**src/sfcf_consts.vh**
```
// Purpose: constants for the serial flash command front end
// Assumes: included once by sfcf_frontend.v
// Notes: opcodes are the documented instruction codes
`ifndef SFCF_CONSTS_VH
`define SFCF_CONSTS_VH
`define SFCF_OP_WREN 8'h06
`define SFCF_OP_WRDI 8'h04
`define SFCF_OP_RDSR_LO 8'h05
`define SFCF_OP_RDSR_HI 8'h35
`define SFCF_OP_VSR_EN 8'h50
`define SFCF_OP_WRSR 8'h01
`define SFCF_OP_READ 8'h03
`define SFCF_OP_FREAD 8'h0B
`define SFCF_OP_DREAD 8'h3B
`define SFCF_OP_DIO 8'hBB
`define SFCF_OP_QREAD 8'h6B
`define SFCF_OP_QIO 8'hEB
`define SFCF_OP_CRM_RST 8'hFF
`define SFCF_OP_PP 8'h02
`define SFCF_OP_SE 8'h20
`define SFCF_OP_BE32 8'h52
`define SFCF_OP_BE64 8'hD8
`define SFCF_OP_CE1 8'hC7
`define SFCF_OP_CE2 8'h60
`define SFCF_OP_SUSP 8'h75
`define SFCF_OP_RESM 8'h7A
`define SFCF_OP_DPD 8'hB9
`define SFCF_OP_RDP 8'hAB
`define SFCF_OP_MFID 8'h90
`define SFCF_OP_JEDEC 8'h9F
`define SFCF_OP_SECE 8'h44
`define SFCF_OP_SECP 8'h42
`define SFCF_OP_SECR 8'h48
`define SFCF_BYTE_BITS 4'h8
`define SFCF_ADDR_BYTES 3
`define SFCF_STAT_RST 8'h00
`endif

```
**src/sfcf_frontend.v**
```verilog
// Purpose: serial command framing, decode and ID readout of a serial NOR flash
// Assumes: serial clock slower than clock/4; all pins sampled through two flops
// Notes: single-line output only; write-type commands surface as one-cycle pulses
//        status write bytes are staged and land only when the frame ends cleanly
//        ID values are arbitrary parameters, not tied to any real part
//
// What this block does
// - Bits move MSB first from first rising serial edge after select falls.
// - Opcode bits are captured from serial input on rising serial edges.
// - Frame starts with one opcode byte; address or data bytes may follow.
// - Reads, status read, wake and ID reads have an output data phase.
// - Host may end output after any bit; device stops cleanly.
// - Write-type commands are discarded unless select rises on a byte boundary.
// - Byte boundary means serial edge count is a multiple of eight.
// - Page program with partial final byte runs no command and keeps the latch.
// - Three ID commands report maker, device type and capacity codes.
// - Standard ID returns maker, device type, capacity bytes in order.
// - Maker/device read: two dummies, zero byte, then maker and capacity.
// - Wake opcode alone wakes; after three dummies it returns capacity byte if awake, nothing if asleep.
// - Read and page program carry three address bytes then streamed data.
// - Fast, dual and quad output reads carry address plus one dummy byte.
// - Dual I/O read carries address and mode byte before data.
// - Quad I/O read carries address, mode byte and dummies before data.
// - A frame opening with two FFh bytes leaves continuous read mode.
// - Sector and block erases take three address bytes; chip erase none.
// - Latch set/clear, power-down, suspend, resume, volatile enable are opcode only.
// - Status write carries low then high byte; 05h/35h read low/high.
// - Security erase/program take address; security read adds a dummy.
// - In deep power-down serial output stays off and no opcode but wake runs; quad I/O mode byte and FFh FFh still set/clear cont_read.
// - Program, erase, status and security writes need the latch set.
`timescale 1ns/1ps
`include "sfcf_consts.vh"

module sfcf_frontend #(
   parameter [7:0] MAKER_CODE = 8'hA5,   // Arbitrary value
   parameter [7:0] DEVICE_TYPE = 8'h5A,  // Arbitrary value
   parameter [7:0] CAPACITY_CODE = 8'h3C // Arbitrary value
) (
   // Clock and reset
   input wire clock,
   input wire rst_b,
   // Serial pins
   input wire cs_b,
   input wire sclk,
   input wire si,
   output reg so,
   output reg so_oe,
   // Status and memory side
   input wire [7:0] mem_data,
   output reg [23:0] cmd_addr,
   output reg [7:0] wr_data,
   output reg wr_data_valid,
   output reg [7:0] cmd_op,
   output reg cmd_exec,
   output reg write_enable_latch,
   output reg deep_power_down,
   output reg cont_read,
   output reg [7:0] status_low_byte,
   output reg [7:0] status_high_byte
);

   // One-hot frame phases: opcode, input bytes, output bytes
   localparam [2:0] ST_OPC = 3'b001;
   localparam [2:0] ST_IN = 3'b010;
   localparam [2:0] ST_OUT = 3'b100;

   reg [1:0] cs_sync;
   reg [1:0] sclk_sync;
   reg [1:0] si_sync;
   reg sclk_prev;
   reg cs_prev;
   reg [2:0] state;
   reg [7:0] shreg;
   reg [2:0] bitcnt;
   reg [15:0] bytecnt;
   reg [7:0] opcode;
   reg [7:0] txbyte;
   reg [7:0] prev_byte;
   reg frame_on;
   reg partial;
   reg [15:0] pulse_cnt;
   reg [7:0] stage_low;
   reg [7:0] stage_high;

   wire cs_low = ~cs_sync[1];
   wire rise = sclk_sync[1] & ~sclk_prev;
   wire fall = ~sclk_sync[1] & sclk_prev;
   wire cs_rise = cs_sync[1] & ~cs_prev;
   wire [7:0] next_shreg = {shreg[6:0], si_sync[1]};
   wire byte_done = rise & (bitcnt == 3'd7);

   // Bytes taken in before the output phase starts, by opcode
   reg [15:0] in_len;
   reg is_read;
   reg is_write;
   reg needs_latch;
   always @* begin
      in_len = 16'd0;
      is_read = 1'b0;
      is_write = 1'b0;
      needs_latch = 1'b0;
      case (opcode)
         `SFCF_OP_RDSR_LO, `SFCF_OP_RDSR_HI, `SFCF_OP_JEDEC: begin
            is_read = 1'b1;
         end
         `SFCF_OP_READ: begin
            in_len = 16'd3;
            is_read = 1'b1;
         end
         `SFCF_OP_FREAD, `SFCF_OP_DREAD, `SFCF_OP_QREAD, `SFCF_OP_SECR: begin
            in_len = 16'd4;
            is_read = 1'b1;
         end
         `SFCF_OP_DIO: begin
            in_len = 16'd4;
            is_read = 1'b1;
         end
         `SFCF_OP_QIO: begin
            in_len = 16'd6;
            is_read = 1'b1;
         end
         `SFCF_OP_RDP, `SFCF_OP_MFID: begin
            in_len = 16'd3;
            is_read = 1'b1;
         end
         `SFCF_OP_PP, `SFCF_OP_SECP: begin
            in_len = 16'd3;
            is_write = 1'b1;
            needs_latch = 1'b1;
         end
         `SFCF_OP_SE, `SFCF_OP_BE32, `SFCF_OP_BE64, `SFCF_OP_SECE: begin
            in_len = 16'd3;
            is_write = 1'b1;
            needs_latch = 1'b1;
         end
         `SFCF_OP_WRSR: begin
            in_len = 16'd1;
            is_write = 1'b1;
            needs_latch = 1'b1;
         end
         `SFCF_OP_CE1, `SFCF_OP_CE2: begin
            is_write = 1'b1;
            needs_latch = 1'b1;
         end
         `SFCF_OP_WREN, `SFCF_OP_WRDI, `SFCF_OP_DPD, `SFCF_OP_SUSP, `SFCF_OP_RESM,
         `SFCF_OP_VSR_EN: begin
            is_write = 1'b1;
         end
         default: begin
            in_len = 16'd0;
         end
      endcase
   end

   // Next byte to shift out, chosen from the opcode and output byte index
   reg [7:0] next_tx;
   reg [15:0] out_idx;
   always @* begin
      out_idx = bytecnt - in_len - 16'd1;
      next_tx = 8'h00;
      case (opcode)
         `SFCF_OP_RDSR_LO: next_tx = status_low_byte;
         `SFCF_OP_RDSR_HI: next_tx = status_high_byte;
         `SFCF_OP_JEDEC: begin
            if (out_idx == 16'd0) begin
               next_tx = MAKER_CODE;
            end else if (out_idx == 16'd1) begin
               next_tx = DEVICE_TYPE;
            end else if (out_idx == 16'd2) begin
               next_tx = CAPACITY_CODE;
            end
         end
         `SFCF_OP_MFID: begin
            next_tx = out_idx[0] ? CAPACITY_CODE : MAKER_CODE;
         end
         `SFCF_OP_RDP: next_tx = CAPACITY_CODE;
         default: next_tx = mem_data;
      endcase
   end

   // Write-type commands need a whole number of bytes and enough of them
   wire on_boundary = (pulse_cnt[2:0] == 3'd0) & (bitcnt == 3'd0) & ~partial;
   wire long_enough = (bytecnt > in_len);
   // A write-type frame runs only if whole, long enough, awake and permitted
   wire write_ok = ~deep_power_down & is_write & on_boundary & long_enough &
                   (~needs_latch | write_enable_latch);

   // Pins cross into the clock domain through two flops each
   always @(posedge clock or negedge rst_b) begin
      if (!rst_b) begin
         cs_sync <= 2'b11;
         sclk_sync <= 2'b00;
         si_sync <= 2'b00;
         sclk_prev <= 1'b0;
         cs_prev <= 1'b1;
      end else begin
         cs_sync <= {cs_sync[0], cs_b};
         sclk_sync <= {sclk_sync[0], sclk};
         si_sync <= {si_sync[0], si};
         sclk_prev <= sclk_sync[1];
         cs_prev <= cs_sync[1];
      end
   end

   always @(posedge clock or negedge rst_b) begin
      if (!rst_b) begin
         state <= ST_OPC;
         shreg <= 8'h00;
         bitcnt <= 3'd0;
         bytecnt <= 16'd0;
         opcode <= 8'h00;
         txbyte <= 8'h00;
         prev_byte <= 8'h00;
         frame_on <= 1'b0;
         partial <= 1'b0;
         pulse_cnt <= 16'd0;
         stage_low <= 8'h00;
         stage_high <= 8'h00;
         so <= 1'b0;
         so_oe <= 1'b0;
         cmd_addr <= 24'h000000;
         wr_data <= 8'h00;
         wr_data_valid <= 1'b0;
         cmd_op <= 8'h00;
         cmd_exec <= 1'b0;
         write_enable_latch <= 1'b0;
         deep_power_down <= 1'b0;
         cont_read <= 1'b0;
         status_low_byte <= `SFCF_STAT_RST;
         status_high_byte <= `SFCF_STAT_RST;
      end else begin
         cmd_exec <= 1'b0;
         wr_data_valid <= 1'b0;
         if (cs_low) begin
            frame_on <= 1'b1;
            // Count every rising serial edge; byte boundaries fall out of this count
            if (rise) begin
               pulse_cnt <= pulse_cnt + 16'd1;
               shreg <= next_shreg;
               bitcnt <= bitcnt + 3'd1;
               partial <= ~byte_done;
            end
            if (byte_done) begin
               bytecnt <= bytecnt + 16'd1;
               prev_byte <= next_shreg;
               case (state)
                  ST_OPC: begin
                     opcode <= next_shreg;
                     state <= ST_IN;
                  end
                  // Address bytes, status bytes, mode byte and program data
                  ST_IN: begin
                     // Second FFh of a frame that opened with FFh ends continuous read
                     if (cont_read && opcode == `SFCF_OP_CRM_RST && bytecnt == 16'd1 &&
                         prev_byte == `SFCF_OP_CRM_RST &&
                         next_shreg == `SFCF_OP_CRM_RST) begin
                        cont_read <= 1'b0;
                     end
                     if (bytecnt <= 16'd`SFCF_ADDR_BYTES) begin
                        cmd_addr <= {cmd_addr[15:0], next_shreg};
                     end
                     // Status bytes are staged; they land only if the frame ends cleanly
                     if (opcode == `SFCF_OP_WRSR && bytecnt == 16'd1) begin
                        stage_low <= next_shreg;
                     end
                     if (opcode == `SFCF_OP_WRSR && bytecnt == 16'd2) begin
                        stage_high <= next_shreg;
                     end
                     if (opcode == `SFCF_OP_QIO && bytecnt == 16'd4 &&
                         next_shreg[5:4] == 2'b10) begin
                        cont_read <= 1'b1;
                     end
                     if ((opcode == `SFCF_OP_PP || opcode == `SFCF_OP_SECP) &&
                         bytecnt > 16'd`SFCF_ADDR_BYTES && write_enable_latch &&
                         !deep_power_down) begin
                        wr_data <= next_shreg;
                        wr_data_valid <= 1'b1;
                     end
                  end
                  default: begin
                     state <= state;
                  end
               endcase
            end
            // Load the next output byte on the falling edge after the input phase
            if (fall && is_read && !deep_power_down && bitcnt == 3'd0 &&
                bytecnt > in_len) begin
               txbyte <= {next_tx[6:0], 1'b0};
               so <= next_tx[7];
               so_oe <= 1'b1;
               state <= ST_OUT;
            end else if (fall && state == ST_OUT) begin
               so <= txbyte[7];
               txbyte <= {txbyte[6:0], 1'b0};
            end
            // Asleep: keep the output off for every frame but the wake command
            if (deep_power_down && state == ST_IN && opcode != `SFCF_OP_RDP) begin
               so_oe <= 1'b0;
            end
         end else begin
            // Select high: end of frame, output released after any bit
            so_oe <= 1'b0;
            so <= 1'b0;
            state <= ST_OPC;
            bitcnt <= 3'd0;
            bytecnt <= 16'd0;
            partial <= 1'b0;
            pulse_cnt <= 16'd0;
            frame_on <= 1'b0;
            // Frame end: decide once, on the first cycle select is seen high
            if (cs_rise && frame_on && state != ST_OPC) begin
               if (opcode == `SFCF_OP_RDP && on_boundary) begin
                  deep_power_down <= 1'b0;
               end else if (write_ok) begin
                  cmd_op <= opcode;
                  cmd_exec <= 1'b1;
                  if (opcode == `SFCF_OP_WRSR) begin
                     status_low_byte <= stage_low;
                     // A frame with one status byte leaves the high byte alone
                     if (bytecnt > 16'd2) begin
                        status_high_byte <= stage_high;
                     end
                  end
                  if (opcode == `SFCF_OP_WREN) begin
                     write_enable_latch <= 1'b1;
                  end else if (opcode == `SFCF_OP_DPD) begin
                     deep_power_down <= 1'b1;
                  end else if (opcode != `SFCF_OP_SUSP && opcode != `SFCF_OP_RESM &&
                               opcode != `SFCF_OP_VSR_EN) begin
                     write_enable_latch <= 1'b0;
                  end
               end
            end
         end
      end
   end

endmodule // sfcf_frontend

```
**config.mk**
```make
export PLATFORM = sky130hd
export DESIGN_NAME = sfcf_frontend
export DESIGN_NICKNAME = d
export VERILOG_FILES = /design/src/sfcf_frontend.v
export VERILOG_INCLUDE_DIRS = /design/src
export SDC_FILE = /design/constraint.sdc
export NUM_CORES = 1
export LEC_CHECK = 0
export BUFFER_PORTS_ARGS = -buffer_cell sky130_fd_sc_hd__buf_2
export CORE_MARGIN = 3
export CORE_UTILIZATION = 60
export CTS_CLUSTER_SIZE = 16
export DETAILED_ROUTE_END_ITERATION = 8
export PLACE_DENSITY = 0.81
export RECOVER_POWER = 50
export SYNTH_ARGS = -nofsm -noshare
export SYNTH_HDL_FRONTEND = slang
export SYNTH_SLANG_ARGS = --single-unit
```
**constraint.sdc**
```tcl
create_clock -name clock -period 9.6 [get_ports clock]
set_input_delay 0 -clock clock [delete_from_list [all_inputs] [get_ports clock]]
set_output_delay 0 -clock clock [all_outputs]
set_load 0.02 [all_outputs]
```
==> reports/metrics.yaml <==
synth:
  ys_warn_count: 0
  syn_inst: 646
  yosys.cell_count.top_type: "dfrtp_1"
  synthDistinctLibCells: 79
  syn_area_sq_um: 7310
  synth.area.top_cells: "dfrtp_1 48%, mux2_2 9.6%, mux2_1 3.9%"
  synth_top_flop_cell: "dfrtp_1"
  synth_top_area_frac: 0.4793
  synth_enable_flop_cells: 0
  syn-num-nets: 673
  ys_seq_elements: 144
  synth_commonest_cells: "140 x dfrtp_1, 62 x mux2_2, 41 x nor2_1"
  synth.avg_cell_area_sq_um: 11.32
  yosys.area.top_type: "dfrtp_1"
  synth-seq-area-share: 0.4937
  synthArstFlopShare: 1.000
power:
  finalPower_uw: 1411
  vdd_drop_max_mv: 0.1668
  power_leakage_uw: 0.003876
  powerDensity_nw_per_um2: 167.8
worst_setup_path:
  reg2reg_from: "opcode[0]"
  ff2ff_setup_slack_ns: 5.04
  critPathTopFamily: "compound AO/OA/AOI/OAI gates"
  reg2reg_to: "status_low_byte[0]"
  path_max_fanout: 14
  critPathCaptureType: "register"
  slowest_stage: "o21ai_0"
  path_class: "register to register"
  critical_path_buf_inv_count: 0
  crit_chain: "or4b_1 > or4_1 > o21ai_0 > a311oi_1 > ha_1 > nor2b_1 > o21a_1 > o21ai_0 > a21o_2 > nor2_4 > mux2_1"
  crit_arrival_ns: 4.87
  critical_path.max_stage_delay_ns: 0.87
  path_common_cell: "o21ai_0"
  required_ns: 9.90
  cp-start-kind: "register"
  reg2regPathDepth: 11
clock_tree:
  root_buffer: "clkbuf_16"
  cts_made_buffers: 17
  post_cts_buffers: 0
  cts_max_level: 4
  clkLatencyLatePin_ns: 0.42
  cts_buffer_depth: 2
  cts_tree: "built"
  cts-resized-gates: 0
  cts_sinks: 144
  clk_pin_slew_ns: 0.06
placement:
  portBuffers: 75
  hpwl_um: 12240
  routabilityCongestion: 0.9688
route:
  via_per_inst: 6.309
  drc: 0
  avgRoutedWirePerCell_um: 20.24
  drt_iter0_drc: 627
  vias: 5539
  final_antenna_net_count: 0
  routed_wl_um: 17770
  first_pass_iters: 5
cells_and_area:
  areaGrowthSynthToFinish_pct: 15.03
  drive_gt1_frac: 0.1769
  final_nets: 750
  antennaDiodeCount: 0
sta:
  rsz0062_at_grt: "false"
  max_slew_margin: -1.213
  clock_skew_ns: 0.01481
  setup_viol_count_final: 0
  maxSlewViolCount: 61
  worst_pin_slew_ns: 3.320
  fin_tns_setup_ns: 0
  finalHoldViolations: 0
  period_share: 0.4755
  layout_min_cycle_time_ns: 4.565
  max_freq_mhz: 219.1
floorplan:
  start_util: 0.6268
  dieArea_sq_um: 13540
  placementRows: 39
  die_y_um: 116.4
  core_region_area_sq_um: 11660
  pin_count: 76
  fp.dieW_um: 116.4
run_status:
  status: "finished, violations left"
  failed_checks: "capacitance limit, slew limit"
global_routing:
  grt_usage: 0.2781
  grt_remaining_overflow: 0
  grt_start_max_net_pins: 86
  grt_pass1_wl_um: 28770
  antenna_found_initial: 0
  grt_pass1_vias: 5518
hold_path:
  hp-start: "si"
  hold_class: "input port to register"
  min_path_cells: 2
  holdPathEnd: "si_sync[0]"
flow_run:
  drv_cap: 1
[sequential cells by signal, summed over array words and instances, names as in the netlist, 2 cells and up]
| name | flops |
|---|---|
| bytecnt | 16 |
| si_sync | 2 |
| status_high_byte | 8 |
| txbyte | 7 |
| state | 3 |
| cmd_addr | 24 |
| opcode | 8 |
| shreg | 7 |
| prev_byte | 8 |
| cmd_op | 8 |
| stage_high | 8 |
| wr_data | 8 |
| status_low_byte | 8 |
| pulse_cnt | 3 |
| bitcnt | 3 |
| sclk_sync | 2 |
| stage_low | 8 |
| cs_sync | 2 |
[through the flow]
| stage | instances | hold slack [ns] | setup WS (ns) | utilization | area (sq um) |
|---|---|---|---|---|---|
| CTS | 878 | 0.1370 | 5.069 | 0.7284 | 8494 |
| global route | 878 | 0.2274 | 4.759 | 0.7210 | 8408 |
| finish | 878 | 0.2206 | 5.035 | 0.7210 | 8408 |
| floorplan | 646 | -0.2956 | 5.972 | - | 7310 |
| detailed placement | 835 | 0.005436 | 5.076 | 0.6643 | 7747 |
| global placement | 835 | 0.001943 | 5.200 | 0.6643 | 7747 |
[timing repair]
item / 4_1_cts / 5_1_grt
endpoints found under the setup margin: 0 / 0
hold buffers: 12 / 0
endpoints found under the hold margin: 70 / 0
[where the power goes]
part | switching [uW] | internal, uW | leakage (uW) | total (uW)
Sequential | 42.9 | 622 | 0.00194 | 665
Clock | 259 | 445 | 0.000307 | 704
Combinational | 21.7 | 19.9 | 0.00162 | 41.5
Total | 324 | 1090 | 0.00388 | 1410
[routing by layer]
| layer | track usage | share of wire |
|---|---|---|
| met3 | 0.06269 | 0.057 |
| met2 | 0.4371 | 0.48 |
| met1 | 0.3805 | 0.43 |
| met5 | 0 | 0 |
| met4 | 0.1044 | 0.028 |
[logic make-up after synthesis]
kind of cell / Yosys count / share of synthesized area
AO/OA/AOI/OAI: 106 / 0.1126
XOR/XNOR: 17 / 0.02037
adder cells (fa/ha/maj): 14 / 0.02499
buffers and inverters: 64 / 0.03577
flip-flops: 144 / 0.4937
multiplexers: 97 / 0.1477
AND/OR/NAND/NOR: 204 / 0.1648
[area by class of cell]
| cell class | instances | area (sq um) |
|---|---|---|
| fillers | 834 | 3254 |
| clock buffers | 20 | 446.7 |
| flip-flops and latches | 144 | 3608 |
| well taps | 143 | 178.9 |
| multi-input cells | 438 | 3440 |
| clock inverters | 11 | 180.2 |
| inverters | 33 | 123.9 |
| repair buffers | 89 | 430.4 |
[cells in the final DEF (no fill, tap or decap), drive strengths merged, types with 5 or more instances in the layout]
cell and instances:
dfrtp 140, mux2 87, clkbuf 84, nor2 42
inv 35, nand3 29, nand2 26, a211oi 17
nor3 16, ha 13, buf 13, a21oi 12
dlygate4sd3 12, nor4 12, a211o 11, nand4 11
nand2b 10, a22oi 10, mux2i 10, xnor2 9
xor2 8, and3 8, or3 8, o21ai 8
nor2b 7, a22o 6, and2 5, o21a 5
or4 5, a21o 5, a2111oi 5, clkinv 5
[how the worst max path moves through the flow]
stage	cells after the start	start	endpoint	slack, ns
floorplan	12	opcode[4]	txbyte[7]	5.97
global placement	12	opcode[0]	status_low_byte[2]	5.20
detailed placement	11	opcode[0]	status_low_byte[0]	5.08
CTS	11	opcode[0]	status_low_byte[0]	5.07
global route	12	opcode[0]	txbyte[4]	4.76
finish	11	opcode[0]	status_low_byte[0]	5.04
Power figures use the tool's default switching activity.
